--- src/verilog/frame_dec_pkg.sv ---
// Constants, types and state carriers shared by the request frame decoder.
// Assumes a single 200 MHz clock domain and byte-wide request input.
`default_nettype none

package frame_dec_pkg;

	// ----------------------------------------------------------------
	// Frame framing and type codes
	// ----------------------------------------------------------------
	localparam logic [7:0]  START_DELIM  = 8'h7E;       // Opens every frame
	localparam logic [7:0]  TYPE_TX64    = 8'h00;       // 64-bit addressed transmit
	localparam logic [7:0]  TYPE_REMOTE  = 8'h07;       // Remote parameter command
	localparam logic [7:0]  TYPE_LOCAL   = 8'h08;       // Local parameter command
	localparam logic [7:0]  OPT_NO_ACK   = 8'h01;       // Transmit option: no ack
	localparam logic [7:0]  OPT_APPLY    = 8'h02;       // Remote option: apply now
	localparam logic [7:0]  CSUM_GOOD    = 8'hFF;       // Data plus checksum sum
	localparam logic [31:0] BCAST_IP     = 32'hFFFF_FFFF; // Broadcast low word
	localparam logic [15:0] MAX_PAYLOAD  = 16'h0570;    // 1392 bytes at most

	// ----------------------------------------------------------------
	// Byte offsets within a frame, delimiter at offset 0
	// ----------------------------------------------------------------
	localparam logic [15:0] OFS_LEN_LSB   = 16'h0002;
	localparam logic [15:0] OFS_TYPE      = 16'h0003;
	localparam logic [15:0] OFS_ID        = 16'h0004;
	localparam logic [15:0] OFS_DEST_LO   = 16'h0005;  // First destination byte
	localparam logic [15:0] OFS_DEST_HI   = 16'h000C;  // Last destination byte
	localparam logic [15:0] OFS_TX_OPT    = 16'h000D;
	localparam logic [15:0] OFS_TX_DATA   = 16'h000E;
	localparam logic [15:0] OFS_RM_OPT    = 16'h000D;
	localparam logic [15:0] OFS_RM_CMD_HI = 16'h000E;
	localparam logic [15:0] OFS_RM_CMD_LO = 16'h000F;
	localparam logic [15:0] OFS_RM_PARAM  = 16'h0010;
	localparam logic [15:0] OFS_LC_CMD_HI = 16'h0005;
	localparam logic [15:0] OFS_LC_CMD_LO = 16'h0006;
	localparam logic [15:0] OFS_LC_PARAM  = 16'h0007;

	// ----------------------------------------------------------------
	// Register map, byte addresses, and reset values
	// ----------------------------------------------------------------
	localparam logic [7:0]  REG_CTRL    = 8'h00;  // Bit 0: decoder enable
	localparam logic [7:0]  REG_MAC_LO  = 8'h04;  // Own hardware address [31:0]
	localparam logic [7:0]  REG_MAC_HI  = 8'h08;  // Own hardware address [47:32]
	localparam logic [7:0]  REG_COUNT   = 8'h0C;  // Bad and good frame counts
	localparam logic [7:0]  REG_LAST    = 8'h10;  // Last type, id and command
	localparam logic [7:0]  REG_STATE   = 8'h14;  // Parser state
	localparam logic        CTRL_EN_RST = 1'b1;
	localparam int          CTRL_EN_BIT = 0;
	localparam logic [1:0]  RESP_OKAY   = 2'b00;
	localparam logic [1:0]  RESP_SLVERR = 2'b10;

	// ----------------------------------------------------------------
	// Types
	// ----------------------------------------------------------------
	typedef enum logic [4:0] {
		ST_IDLE   = 5'h01,
		ST_LEN_HI = 5'h02,
		ST_LEN_LO = 5'h04,
		ST_BODY   = 5'h08,
		ST_CSUM   = 5'h10
	} parse_state_t;

	typedef enum logic [1:0] {
		KIND_NONE   = 2'h0,
		KIND_TX     = 2'h1,
		KIND_REMOTE = 2'h2,
		KIND_LOCAL  = 2'h3
	} req_kind_t;

	// Decoded request handed downstream
	typedef struct packed {
		req_kind_t   kind;
		logic [7:0]  frame_id;
		logic        respond;    // Frame id non-zero
		logic [63:0] dest;
		logic        is_hw;      // Low six bytes match own address
		logic        is_bcast;
		logic [31:0] ip;
		logic        no_ack;
		logic        apply_now;
		logic [15:0] cmd;        // First character in upper byte
		logic        is_set;     // Parameter bytes present
		logic [15:0] param_len;  // Payload or parameter byte count
	} req_t;

	// Bus slave state
	typedef struct packed {
		logic        aw_v;
		logic [7:0]  aw_a;
		logic        w_v;
		logic [31:0] w_d;
		logic [3:0]  w_s;
		logic        b_v;
		logic [1:0]  b_r;
		logic        r_v;
		logic [31:0] r_d;
		logic [1:0]  r_r;
	} axil_state_t;

	// Decoder state
	typedef struct packed {
		parse_state_t st;
		logic [15:0]  len;
		logic [15:0]  pos;
		logic [7:0]   sum;
		req_kind_t    kind;
		logic [7:0]   type_b;
		logic         bad;
		logic [7:0]   id;
		logic [63:0]  dest;
		logic [7:0]   opt;
		logic [15:0]  cmd;
		logic [15:0]  start;
		logic [15:0]  plen;
		logic         pay_v;
		logic [7:0]   pay_b;
		logic         pay_last;
		req_t         req;
		logic         req_v;
		logic         drop_v;
		logic         en;
		logic [47:0]  mac;
		logic [15:0]  ok_cnt;
		logic [15:0]  err_cnt;
		logic [31:0]  last;
	} dec_state_t;

endpackage

`default_nettype wire
--- src/verilog/api_request_frame_decoder.sv ---
// Request frame decoder: parses delimited request frames byte by byte,
// forwards payload bytes and reports one decoded request per good frame.
// Assumes bytes arrive unescaped and synchronous to aclk; registers over AXI4-Lite.
//
// Operation
// - Frame opens on start delimiter 0x7E
// - Length counts frame data, not checksum
// - Data plus checksum must sum to 0xFF
// - Frame id zero suppresses the response
// - Type 0x00 is 64-bit addressed transmit
// - Low four bytes all 0xFF mean broadcast (not flagged when low six bytes match own address)
// - Low six bytes matching own address: hardware
// - Foreign hardware address read as low IP
// - Option 0x01 disables acknowledgement
// - Transmit payload at most 1392 bytes
// - Type 0x07 is remote parameter command
// - Remote option 0x02 applies changes now
// - Command name two characters, first byte high
// - Remote without parameter is query, else set
// - Type 0x08 is local parameter command
// - Local commands apply changes immediately
// - Local name then checksum means read
// - Local bytes from offset 7 are value
`timescale 1ns/1ps
`default_nettype none

module api_request_frame_decoder
	import frame_dec_pkg::*;
(
	input  wire logic        aclk,
	input  wire logic        aresetn,
	input  wire logic [7:0]  s_axil_awaddr,
	input  wire logic        s_axil_awvalid,
	output logic             s_axil_awready,
	input  wire logic [31:0] s_axil_wdata,
	input  wire logic [3:0]  s_axil_wstrb,
	input  wire logic        s_axil_wvalid,
	output logic             s_axil_wready,
	output logic [1:0]       s_axil_bresp,
	output logic             s_axil_bvalid,
	input  wire logic        s_axil_bready,
	input  wire logic [7:0]  s_axil_araddr,
	input  wire logic        s_axil_arvalid,
	output logic             s_axil_arready,
	output logic [31:0]      s_axil_rdata,
	output logic [1:0]       s_axil_rresp,
	output logic             s_axil_rvalid,
	input  wire logic        s_axil_rready,
	input  wire logic [7:0]  in_byte,
	input  wire logic        in_valid,
	output logic             in_ready,
	output logic [7:0]       pay_byte,
	output logic             pay_valid,
	output logic             pay_last,
	input  wire logic        pay_ready,
	output req_t             req,
	output logic             req_valid,
	output logic             drop_valid
);

	// ----------------------------------------------------------------
	// Declarations
	// ----------------------------------------------------------------
	dec_state_t  s;         // Registered state
	dec_state_t  n;         // Next state
	logic        in_fire;   // Input byte accepted
	logic        wr_en;     // Register write strobe
	logic [7:0]  wr_addr;   // Register write address
	logic [31:0] wr_data;   // Register write data
	logic [3:0]  wr_strb;   // Register write lanes
	logic        wr_err;    // Unmapped write
	logic        rd_en;     // Register read strobe
	logic [7:0]  rd_addr;   // Register read address
	logic [31:0] rd_data;   // Register read data
	logic        rd_err;    // Unmapped read
	logic [31:0] wtmp;      // Merged write word
	req_kind_t   k;         // Kind from the type byte
	logic [15:0] start;     // Payload start offset for that kind
	logic [15:0] plen;      // Payload length for that kind
	logic [7:0]  sum_fin;   // Sum including checksum byte

	// Merge written lanes over the old word
	function automatic logic [31:0] merge(input logic [31:0] old_w, input logic [31:0] new_w,
		input logic [3:0] strb);
		for (int i = 0; i < 4; i++) begin  // Unstrobed lanes keep the old byte
			old_w[i*8 +: 8] = strb[i] ? new_w[i*8 +: 8] : old_w[i*8 +: 8];
		end
		return old_w;
	endfunction

	// ----------------------------------------------------------------
	// Bus slave
	// ----------------------------------------------------------------
	axil_reg_port u_port (  // Every port meets the same-named signal here
		.aclk, .aresetn, .s_axil_awaddr, .s_axil_awvalid, .s_axil_awready, .s_axil_wdata,
		.s_axil_wstrb, .s_axil_wvalid, .s_axil_wready, .s_axil_bresp, .s_axil_bvalid,
		.s_axil_bready, .s_axil_araddr, .s_axil_arvalid, .s_axil_arready, .s_axil_rdata,
		.s_axil_rresp, .s_axil_rvalid, .s_axil_rready, .wr_en, .wr_addr, .wr_data, .wr_strb,
		.wr_err, .rd_en, .rd_addr, .rd_data, .rd_err
	);

	// Read mux; unmapped addresses answer with an error
	always_comb begin
		rd_data = 32'h0000_0000;
		rd_err  = 1'b0;
		case (rd_addr)
			REG_CTRL:   rd_data = {31'h0, s.en};
			REG_MAC_LO: rd_data = s.mac[31:0];
			REG_MAC_HI: rd_data = {16'h0000, s.mac[47:32]};
			REG_COUNT:  rd_data = {s.err_cnt, s.ok_cnt};
			REG_LAST:   rd_data = s.last;
			REG_STATE:  rd_data = {27'h0, s.st};
			default:    rd_err  = 1'b1;
		endcase
	end

	// Writes outside the map are refused
	assign wr_err = !(wr_addr inside {REG_CTRL, REG_MAC_LO, REG_MAC_HI, REG_COUNT,
		REG_LAST, REG_STATE});

	// ----------------------------------------------------------------
	// Stream ports
	// ----------------------------------------------------------------
	assign in_ready   = !s.pay_v || pay_ready;  // Stall while payload unread
	assign in_fire    = in_valid && in_ready;
	assign pay_byte   = s.pay_b;
	assign pay_valid  = s.pay_v;
	assign pay_last   = s.pay_last;
	assign req        = s.req;
	assign req_valid  = s.req_v;
	assign drop_valid = s.drop_v;

	// Kind, payload start and length chosen by the type byte
	always_comb begin
		k     = KIND_NONE;
		start = 16'h0000;
		case (in_byte)
			TYPE_TX64: begin
				k     = KIND_TX;
				start = OFS_TX_DATA;
			end
			TYPE_REMOTE: begin
				k     = KIND_REMOTE;
				start = OFS_RM_PARAM;
			end
			TYPE_LOCAL: begin
				k     = KIND_LOCAL;
				start = OFS_LC_PARAM;
			end
			default: k = KIND_NONE;
		endcase
		plen = s.len + OFS_TYPE - start;
	end

	// ----------------------------------------------------------------
	// Parser and register file
	// ----------------------------------------------------------------
	always_comb begin
		n       = s;
		wtmp    = 32'h0000_0000;
		sum_fin = s.sum + in_byte;
		n.req_v  = 1'b0;
		n.drop_v = 1'b0;
		if (s.pay_v && pay_ready) begin  // Payload byte consumed
			n.pay_v = 1'b0;
		end
		if (wr_en) begin  // Software writes
			case (wr_addr)
				REG_CTRL: begin
					wtmp = merge({31'h0, s.en}, wr_data, wr_strb);
					n.en = wtmp[CTRL_EN_BIT];
				end
				REG_MAC_LO: n.mac[31:0] = merge(s.mac[31:0], wr_data, wr_strb);
				REG_MAC_HI: begin
					wtmp = merge({16'h0000, s.mac[47:32]}, wr_data, wr_strb);
					n.mac[47:32] = wtmp[15:0];
				end
				REG_COUNT: begin  // Any write clears; a count event still lands
					n.ok_cnt  = 16'h0000;
					n.err_cnt = 16'h0000;
				end
				default: wtmp = 32'h0000_0000;
			endcase
		end
		if (in_fire) begin
			case (s.st)
				ST_IDLE: begin  // Bytes before a delimiter are discarded
					if (s.en && in_byte == START_DELIM) begin
						n.st  = ST_LEN_HI;
						n.sum = 8'h00;
					end
				end
				ST_LEN_HI: begin
					n.len[15:8] = in_byte;
					n.st        = ST_LEN_LO;
				end
				ST_LEN_LO: begin
					n.len[7:0] = in_byte;
					n.pos      = OFS_TYPE;
					n.kind     = KIND_NONE;
					n.bad      = 1'b0;
					n.dest     = 64'h0000_0000_0000_0000;
					n.opt      = 8'h00;
					n.cmd      = 16'h0000;
					n.id       = 8'h00;
					if ({s.len[15:8], in_byte} == 16'h0000) begin  // Empty frame
						n.bad = 1'b1;
						n.st  = ST_CSUM;
					end else begin
						n.st = ST_BODY;
					end
				end
				ST_BODY: begin
					n.sum = sum_fin;
					n.pos = s.pos + 16'h0001;
					if (s.pos == OFS_TYPE) begin  // Type byte fixes layout
						n.type_b = in_byte;
						n.kind   = k;
						n.start  = start;
						n.plen   = plen;
						n.bad    = (k == KIND_NONE) || ((s.len + OFS_TYPE) < start)
							|| (k == KIND_TX && plen > MAX_PAYLOAD);
					end else begin
						if (s.pos == OFS_ID) begin
							n.id = in_byte;
						end
						if (s.kind != KIND_LOCAL && s.pos >= OFS_DEST_LO
							&& s.pos <= OFS_DEST_HI) begin  // Destination, high byte first
							n.dest = {s.dest[55:0], in_byte};
						end
						if ((s.kind == KIND_TX && s.pos == OFS_TX_OPT)
							|| (s.kind == KIND_REMOTE && s.pos == OFS_RM_OPT)) begin
							n.opt = in_byte;
						end
						if ((s.kind == KIND_REMOTE && s.pos == OFS_RM_CMD_HI)
							|| (s.kind == KIND_LOCAL && s.pos == OFS_LC_CMD_HI)) begin
							n.cmd[15:8] = in_byte;
						end
						if ((s.kind == KIND_REMOTE && s.pos == OFS_RM_CMD_LO)
							|| (s.kind == KIND_LOCAL && s.pos == OFS_LC_CMD_LO)) begin
							n.cmd[7:0] = in_byte;
						end
						if (!s.bad && s.pos >= s.start) begin  // Forward payload or value
							n.pay_v    = 1'b1;
							n.pay_b    = in_byte;
							n.pay_last = (s.pos == s.len + OFS_LEN_LSB);
						end
					end
					if (s.pos == s.len + OFS_LEN_LSB) begin  // Last frame data byte
						n.st = ST_CSUM;
					end
				end
				ST_CSUM: begin
					n.st   = ST_IDLE;
					n.last = {s.type_b, s.id, s.cmd};
					if (sum_fin == CSUM_GOOD && !s.bad) begin
						n.req_v             = 1'b1;
						n.ok_cnt            = n.ok_cnt + 16'h0001;
						n.req.kind          = s.kind;
						n.req.frame_id      = s.id;
						n.req.respond       = (s.id != 8'h00);
						n.req.dest          = s.dest;
						n.req.is_hw         = (s.kind != KIND_LOCAL)
							&& (s.dest[47:0] == s.mac);
						n.req.is_bcast      = (s.kind != KIND_LOCAL)
							&& !(s.dest[47:0] == s.mac)
							&& (s.dest[31:0] == BCAST_IP);
						n.req.ip            = s.dest[31:0];
						n.req.no_ack        = (s.kind == KIND_TX)
							&& ((s.opt & OPT_NO_ACK) != 8'h00);
						n.req.apply_now     = (s.kind == KIND_LOCAL)
							|| (s.kind == KIND_REMOTE
							&& (s.opt & OPT_APPLY) != 8'h00);
						n.req.cmd           = s.cmd;
						n.req.param_len     = s.plen;
						n.req.is_set        = (s.plen != 16'h0000);
					end else begin  // Bad sum, short, oversize or unknown type
						n.drop_v  = 1'b1;
						n.err_cnt = n.err_cnt + 16'h0001;
					end
				end
				default: n.st = ST_IDLE;
			endcase
		end
	end

	// State register
	always_ff @(posedge aclk) begin
		if (!aresetn) begin
			s    <= '0;
			s.st <= ST_IDLE;
			s.en <= CTRL_EN_RST;
		end else begin
			s <= n;
		end
	end
endmodule // api_request_frame_decoder

`default_nettype wire

--- src/verilog/axil_reg_port.sv ---
// AXI4-Lite slave front end turning bus transfers into register strobes.
// Assumes the register file answers wr_err, rd_data and rd_err combinationally.
`timescale 1ns/1ps
`default_nettype none

module axil_reg_port
	import frame_dec_pkg::*;
(
	input  wire logic        aclk,
	input  wire logic        aresetn,
	input  wire logic [7:0]  s_axil_awaddr,
	input  wire logic        s_axil_awvalid,
	output logic             s_axil_awready,
	input  wire logic [31:0] s_axil_wdata,
	input  wire logic [3:0]  s_axil_wstrb,
	input  wire logic        s_axil_wvalid,
	output logic             s_axil_wready,
	output logic [1:0]       s_axil_bresp,
	output logic             s_axil_bvalid,
	input  wire logic        s_axil_bready,
	input  wire logic [7:0]  s_axil_araddr,
	input  wire logic        s_axil_arvalid,
	output logic             s_axil_arready,
	output logic [31:0]      s_axil_rdata,
	output logic [1:0]       s_axil_rresp,
	output logic             s_axil_rvalid,
	input  wire logic        s_axil_rready,
	output logic             wr_en,
	output logic [7:0]       wr_addr,
	output logic [31:0]      wr_data,
	output logic [3:0]       wr_strb,
	input  wire logic        wr_err,
	output logic             rd_en,
	output logic [7:0]       rd_addr,
	input  wire logic [31:0] rd_data,
	input  wire logic        rd_err
);

	axil_state_t s;  // Registered state
	axil_state_t n;  // Next state

	// ----------------------------------------------------------------
	// Handshakes and strobes
	// ----------------------------------------------------------------
	assign s_axil_awready = !s.aw_v;
	assign s_axil_wready  = !s.w_v;
	assign s_axil_arready = !s.r_v;
	assign s_axil_bvalid  = s.b_v;
	assign s_axil_bresp   = s.b_r;
	assign s_axil_rvalid  = s.r_v;
	assign s_axil_rdata   = s.r_d;
	assign s_axil_rresp   = s.r_r;
	// Write fires once both halves are held and no response is pending
	assign wr_en   = s.aw_v && s.w_v && !s.b_v;
	assign wr_addr = {s.aw_a[7:2], 2'b00};
	assign wr_data = s.w_d;
	assign wr_strb = s.w_s;
	assign rd_en   = s_axil_arvalid && !s.r_v;
	assign rd_addr = {s_axil_araddr[7:2], 2'b00};

	// Next state
	always_comb begin
		n = s;
		if (s_axil_awvalid && !s.aw_v) begin  // Address taken in any order
			n.aw_v = 1'b1;
			n.aw_a = s_axil_awaddr;
		end
		if (s_axil_wvalid && !s.w_v) begin  // Data taken in any order
			n.w_v = 1'b1;
			n.w_d = s_axil_wdata;
			n.w_s = s_axil_wstrb;
		end
		if (wr_en) begin  // Response follows both halves
			n.aw_v = 1'b0;
			n.w_v  = 1'b0;
			n.b_v  = 1'b1;
			n.b_r  = wr_err ? RESP_SLVERR : RESP_OKAY;
		end
		if (s.b_v && s_axil_bready) begin
			n.b_v = 1'b0;
		end
		if (rd_en) begin  // Read data captured at the address edge
			n.r_v = 1'b1;
			n.r_d = rd_data;
			n.r_r = rd_err ? RESP_SLVERR : RESP_OKAY;
		end else if (s.r_v && s_axil_rready) begin
			n.r_v = 1'b0;
		end
	end

	// State register
	always_ff @(posedge aclk) begin
		if (!aresetn) begin
			s <= '0;
		end else begin
			s <= n;
		end
	end

endmodule // axil_reg_port

`default_nettype wire

--- config.mk ---
export PLATFORM = sky130hd
export DESIGN_NAME = api_request_frame_decoder
export DESIGN_NICKNAME = d
export VERILOG_FILES = /design/src/verilog/frame_dec_pkg.sv /design/src/verilog/api_request_frame_decoder.sv /design/src/verilog/axil_reg_port.sv
export SDC_FILE = /design/constraint.sdc
export NUM_CORES = 1
export LEC_CHECK = 0
export ABC_AREA = 1
export ABC_CLOCK_PERIOD_IN_PS = 9000
export BUFFER_PORTS_ARGS = -buffer_cell sky130_fd_sc_hd__buf_2
export CAP_MARGIN = 40
export CORE_MARGIN = 8
export CORE_UTILIZATION = 63
export CTS_CLUSTER_SIZE = 12
export DETAILED_ROUTE_END_ITERATION = 6
export PLACE_DENSITY = 0.85
export SLEW_MARGIN = 20
export SYNTH_ARGS = -nofsm -noshare
export SYNTH_HDL_FRONTEND = slang
export SYNTH_SLANG_ARGS = --single-unit
--- constraint.sdc ---
create_clock -name aclk -period 9 [get_ports aclk]
set_clock_uncertainty 0.1 [all_clocks]
set_input_delay 1.8 -clock aclk [delete_from_list [all_inputs] [get_ports aclk]]
set_output_delay 1.8 -clock aclk [all_outputs]
set_load 0.02 [all_outputs]
==> After elaboration in Yosys (flattened, before gate mapping) <==
Index checks and enable logic that the tools add are counted.
W data, S select, Z words.
{ "word_totals": {"reg_bits": 520, "inputBits": 69, "out_inout_bits": 198, "word_cells": 224} }
{ "classes": {"addsub": 7, "n_lt_le_gt_ge": 5, "eq_ne": 43, "mux": 38, "n_bitwise": 2, "n_reduce_logical": 77} }
{ "op_table": {"columns": ["operator", "count"], "rows": [
  ["$pmux W97 S2", 1],
  ["$mux W64", 3],
  ["$pmux W32 S6", 1],
  ["$mux W156", 1],
  ["$mux W146", 1],
  ["$mux W145", 1],
  ["$mux W96", 1],
  ["$mux W32", 2],
  ["$add A16 B1 Y16 const B", 3],
  ["$eq A16 B3 Y1 const B", 3],
  ["$eq A16 B4 Y1 const B", 3],
  ["$eq A48 B48 Y1", 1],
  ["$mux W8", 5],
  ["$reduce_and A3 Y1", 13],
  ["$add A16 B2 Y16 const B", 2],
  ["$eq A32 B32 Y1 const B", 1],
  ["$mux W16", 2],
  ["$pmux W16 S2", 1],
  ["$mux W10", 3],
  ["$logic_and A1 B1 Y1", 26],
  ["$eq A6 B2 Y1 const B", 4],
  ["$eq A6 B3 Y1 const B", 4],
  ["$logic_not A8 Y1", 3],
  ["$reduce_and A4 Y1", 6],
  ["43 further kinds", 81]
]} }

==> Depth between registers and ports, before layout <==
{ "depth": {"ltp_word": 8, "mapped_depth": 24, "mapped_depth_nobuf": 23} }

==> Cells and area by module <==
Synthesis repeated with hierarchy kept, for this count alone.
{ "unflattened": {"cells_unflattened": 3080, "hier_area_um2": 23040.8} }
{ "by_module_without_submodules": {"columns": ["mod", "instances", "cells_each", "area_per_inst_um2"], "rows": [
  ["api_request_frame_decoder", 1, 2640, 19533.7],
  ["axil_reg_port", 1, 440, 3507.1]
]} }

==> Worst setup path after synthesis <==
No wires, ideal clock.
{ "synth_path": {"kind": "input-to-reg", "startpoint": "input in_byte[4]", "endpoint": "register s[397] in the netlist's numbering", "arrival_time_ps": 4347, "required_time_ps": 8781, "slack_ps": 4433, "cell_stages": 19, "cell_sequence": "nor4_1 > inv_1 > nor3_1 > ha_1 > inv_1 > fa_1 > nand3_1 > nand2_1 > nand2_1 > nand3_1 > nor2_2 > nand3_1 > nor2_2 > xor2_1 > nand3_1 > nand2_1 > nand2_1 > nand2_1 > a21oi_1"} }
{ "synth_via": {"elab_chain_len": 8} }
{ "synth_rtl": {"columns": ["element", "line_no", "rtl"], "rows": [
  ["start, declared", "api_request_frame_decoder.sv:49", "input wire logic [7:0] in_byte,"],
  ["$eq A8 B4 Y1 (tied with other cells)", "api_request_frame_decoder.sv:137", "case (in_byte)"],
  ["$pmux W5 S3 (*)", "api_request_frame_decoder.sv:137", null],
  ["net start[0]", "api_request_frame_decoder.sv:78", "logic [15:0] start;"],
  ["$sub A16 B5 Y16", "api_request_frame_decoder.sv:152", "plen = s.len + OFS_TYPE - start;"],
  ["$gt A16 B11 Y1", "api_request_frame_decoder.sv:222", "|| (k == KIND_TX && plen > MAX_PAYLOAD);"],
  ["$logic_and A1 B1 Y1", "api_request_frame_decoder.sv:222", null],
  ["$logic_or A1 B1 Y1 (*)", "api_request_frame_decoder.sv:222", null],
  ["$mux W11 (*)", "api_request_frame_decoder.sv:216", "if (s.pos == OFS_TYPE) begin"],
  ["$pmux W97 S2 (*)", "api_request_frame_decoder.sv:186", "case (s.st)"],
  ["end signal, assigned", "api_request_frame_decoder.sv:294", "s <= n;"],
  ["end, declared", "api_request_frame_decoder.sv:64", "dec_state_t s;"]
]} }
The timed path passes the listed nets; every way through them passes the cells marked *. The select of a mux whose other input is x is not followed.
A chain may end at the register's enable or synchronous reset.

==> Final worst setup path <==
Same ends and word-level chain as after synthesis.

==> flow_metrics.tcl <==
set metrics [dict create \
    port_buffers 260 \
    layoutNonFillerInstCount 3554 \
    final-hold-violation-count 0 \
    grt_max_degree 106 \
    status "complete, but fails checks" \
    final_util_pct 68.6 \
    drive_above_1_share_pct 12.6 \
    synth_edf_count 0 \
    cellPowerDensity_nw_per_um2 188 \
    rows 69 \
    dr.pass1.iters 7 \
    hp-class "reg2reg" \
    r2r-end "s[62]" \
    path_class "in2reg" \
    ys_seq_area_share_pct 43.1 \
    worstHoldPathCells 2 \
    diodes 0 \
    worstPathArrival_ns 5.31 \
    placed_cell_area_um2 22600 \
    cts_resized 0 \
    violations "design-rule violations" \
    grt_pass1_vias 19713 \
    final.period_utilization_pct 54.7 \
    tns_ns 0 \
    fillers 2940 \
    place_congestion 0.992 \
    routed_wl_um 67700 \
    async_flop_share_pct 0 \
    synth-main-ff-cell "dfxtp_1" \
    synth_cell_type_count 51 \
    slew_headroom_pct 41.4 \
    grt_overflow 0 \
    clock-root-buffer "clkbuf_16" \
    synth_area_leaders "dfxtp_1 (43%), nor2_1 (8.1%), o21ai_0 (7.3%)" \
    synth_largest_area_cell "dfxtp_1" \
    rsz0062_at_grt "false" \
    routedWlPerCell_um 19.0 \
    post_cts_buffers 0 \
    worstMarginPinSlew_ns 0.871 \
    drt_iter0_drc 1965 \
    holdBufCountCts 0 \
    clk_path_buf_depth 3 \
    fin_area_um2 24200 \
    core_area_um2 35300 \
    r2r_slack_ns 5.43 \
    yosysWarnings 0 \
    area_growth_pct 8.02 \
    final_cell_mix "dfxtp_1 (483), nor2_1 (481), nand2_1 (429)" \
    synth-seq-cells 483 \
    ant_nets 0 \
    worst_hold_path.endpoint "u_port.s_axil_rdata[30]" \
    place_inst 3468 \
    cts.reportedPaths.clkPinSlew_ns 0.06 \
    crit_path_start_kind "input pin" \
    critPathCaptureType "flip-flop" \
    critPathMaxFanout 5 \
    max_freq_mhz 203 \
    grt.total_usage_pct 31.1 \
    hp-start "u_port.s_axil_rdata[30]" \
    cts_buffers 50 \
    total_power_w 0.00456 \
    syn_inst 3052 \
    die-area_um2 41900 \
    setup_viol 0 \
    finalNetCount 3161 \
    initial_core_util_pct 63.5 \
    clock_sinks 483 \
    required_ns 9.39 \
    detail_route.vias_per_cell 5.84 \
    drv_cap 0 \
    drcViolationCount 1 \
    drv_slew 0 \
    antenna_found_initial 0 \
    max-vdd-ir-drop_mv 0.149 \
    hpwl_um 49100 \
    vias 20751 \
    worstSkewPairLatency_ns 0.60 \
    synth.avg_cell_area_um2 7.35 \
    grt_pass1_wl_um 105000 \
    final_common_cell "dfxtp_1" \
    die_y_um 205 \
    ff2ff_path_depth 17 \
    cts_tree "yes" \
    num_io_pins 267 \
    synth_top_cell_area_share_pct 43.1 \
    p_leak_nw 10.4 \
    die_w_um 205 \
    syn_area_um2 22400 \
    r2r_start "u_port.s_axil_bvalid" \
    cts.htree.levels 2 \
    fin_crit_ns 4.92 \
]
-- routing by layer --
metal	up-vias	track usage [%]	share of wire, %
met3	202	5.96	9.4
met5	-	0	0
met1	9602	39.4	40
met4	0	14.0	4.4
li1	9877	-	-
met2	1070	50.9	46
-- synthesized netlist by cell type, types with 2 or more instances --
cell / n
o21ai_0: 329
buf_4: 189
dfxtp_1: 483
nor2_2: 9
buf_2: 16
nor3_1: 35
nand4_1: 40
o21ai_1: 3
o2111ai_1: 3
nand2_2: 2
nand3b_1: 2
xnor2_1: 53
buf_1: 7
buf_6: 6
clkinv_1: 7
inv_1: 238
a21oi_1: 255
a221oi_1: 4
clkbuf_1: 113
nor4_1: 20
o211ai_1: 24
a22oi_1: 10
a31oi_1: 5
nor3_2: 3
o21a_1: 3
o221ai_1: 6
ha_1: 27
xor2_1: 30
o22ai_1: 2
nand3_1: 152
or2_1: 2
nand2_1: 430
a211oi_1: 38
fa_1: 2
inv_2: 2
nor2_1: 483
or2_2: 4
o31ai_1: 2
-- logic make-up after synthesis --
group | count (synthesis) | synth area share (%)
simple gates | 1190 | 22.3
buf+inv | 579 | 13.2
flops | 483 | 43.1
xor+xnor | 83 | 3.24
fa+ha+maj | 29 | 1.69
other cells | 1 | 0.0167
compound gates | 687 | 16.5
-- where the power goes --
group | switching (W) | internal (W)
clock | 0.000837 | 0.00115
sequential | 0.0000394 | 0.00219
combinational | 0.000249 | 0.0000988
-- sequential cells by signal (all words and copies together) (netlist names), 2 cells and up --
signal,flops
req,112
u_port.wr_strb,4
u_port.s_axil_rdata,32
u_port.s,2
s,279
u_port.wr_addr,6
pay_byte,8
u_port.wr_data,32
-- stage by stage --
step / worst slack [ns] / hold WS (ns)
final: 4.08 / 0.364
after global routing: 3.78 / 0.383
after CTS: 4.22 / 0.365
after detailed placement: 3.60 / 0.356
after global placement: 3.66 / 0.341
after floorplan: 4.43 / 0.330
-- worst max path at each step --
stage,start,to,depth (start not counted)
5_1_grt,in_byte[4],s[397],20
4_1_cts,in_byte[4],s[397],20
3_5_place_dp,in_byte[4],s[397],20
3_3_place_gp,in_byte[0],s[62],14
6_report,in_byte[4],s[397],20
2_1_floorplan,in_byte[4],s[397],19
-- final cells by class --
| class | count | area (um^2) | share of cell area, % |
|---|---|---|---|
| Clock inverter | 9 | 72.6 | 0.300 |
| Tap cell | 461 | 577 | 2.38 |
| Timing Repair Buffer | 290 | 1670 | 6.90 |
| Multi-Input combinational cell | 1991 | 9830 | 40.6 |
| Inverter | 247 | 930 | 3.84 |
| Clock buffer | 73 | 1470 | 6.08 |
| Sequential cell | 483 | 9670 | 39.9 |
-- worst max-delay path: stages --
cell and delay [ns]:
buf_2 0.16, nor4_1 0.40, inv_1 0.12, nor3_1 0.55, ha_1 0.27, inv_1 0.08, fa_1 0.40, nand3_1 0.12
nand2_1 0.07, nand2_1 0.11, nand3_1 0.13, nor2_2 0.19, nand3_1 0.14, nor2_2 0.15, xor2_1 0.20, nand3_1 0.11
nand2_1 0.07, nand2_1 0.11, nand2_1 0.08, a21oi_1 0.06
Note: power is estimated with default switching activity, not from simulation.
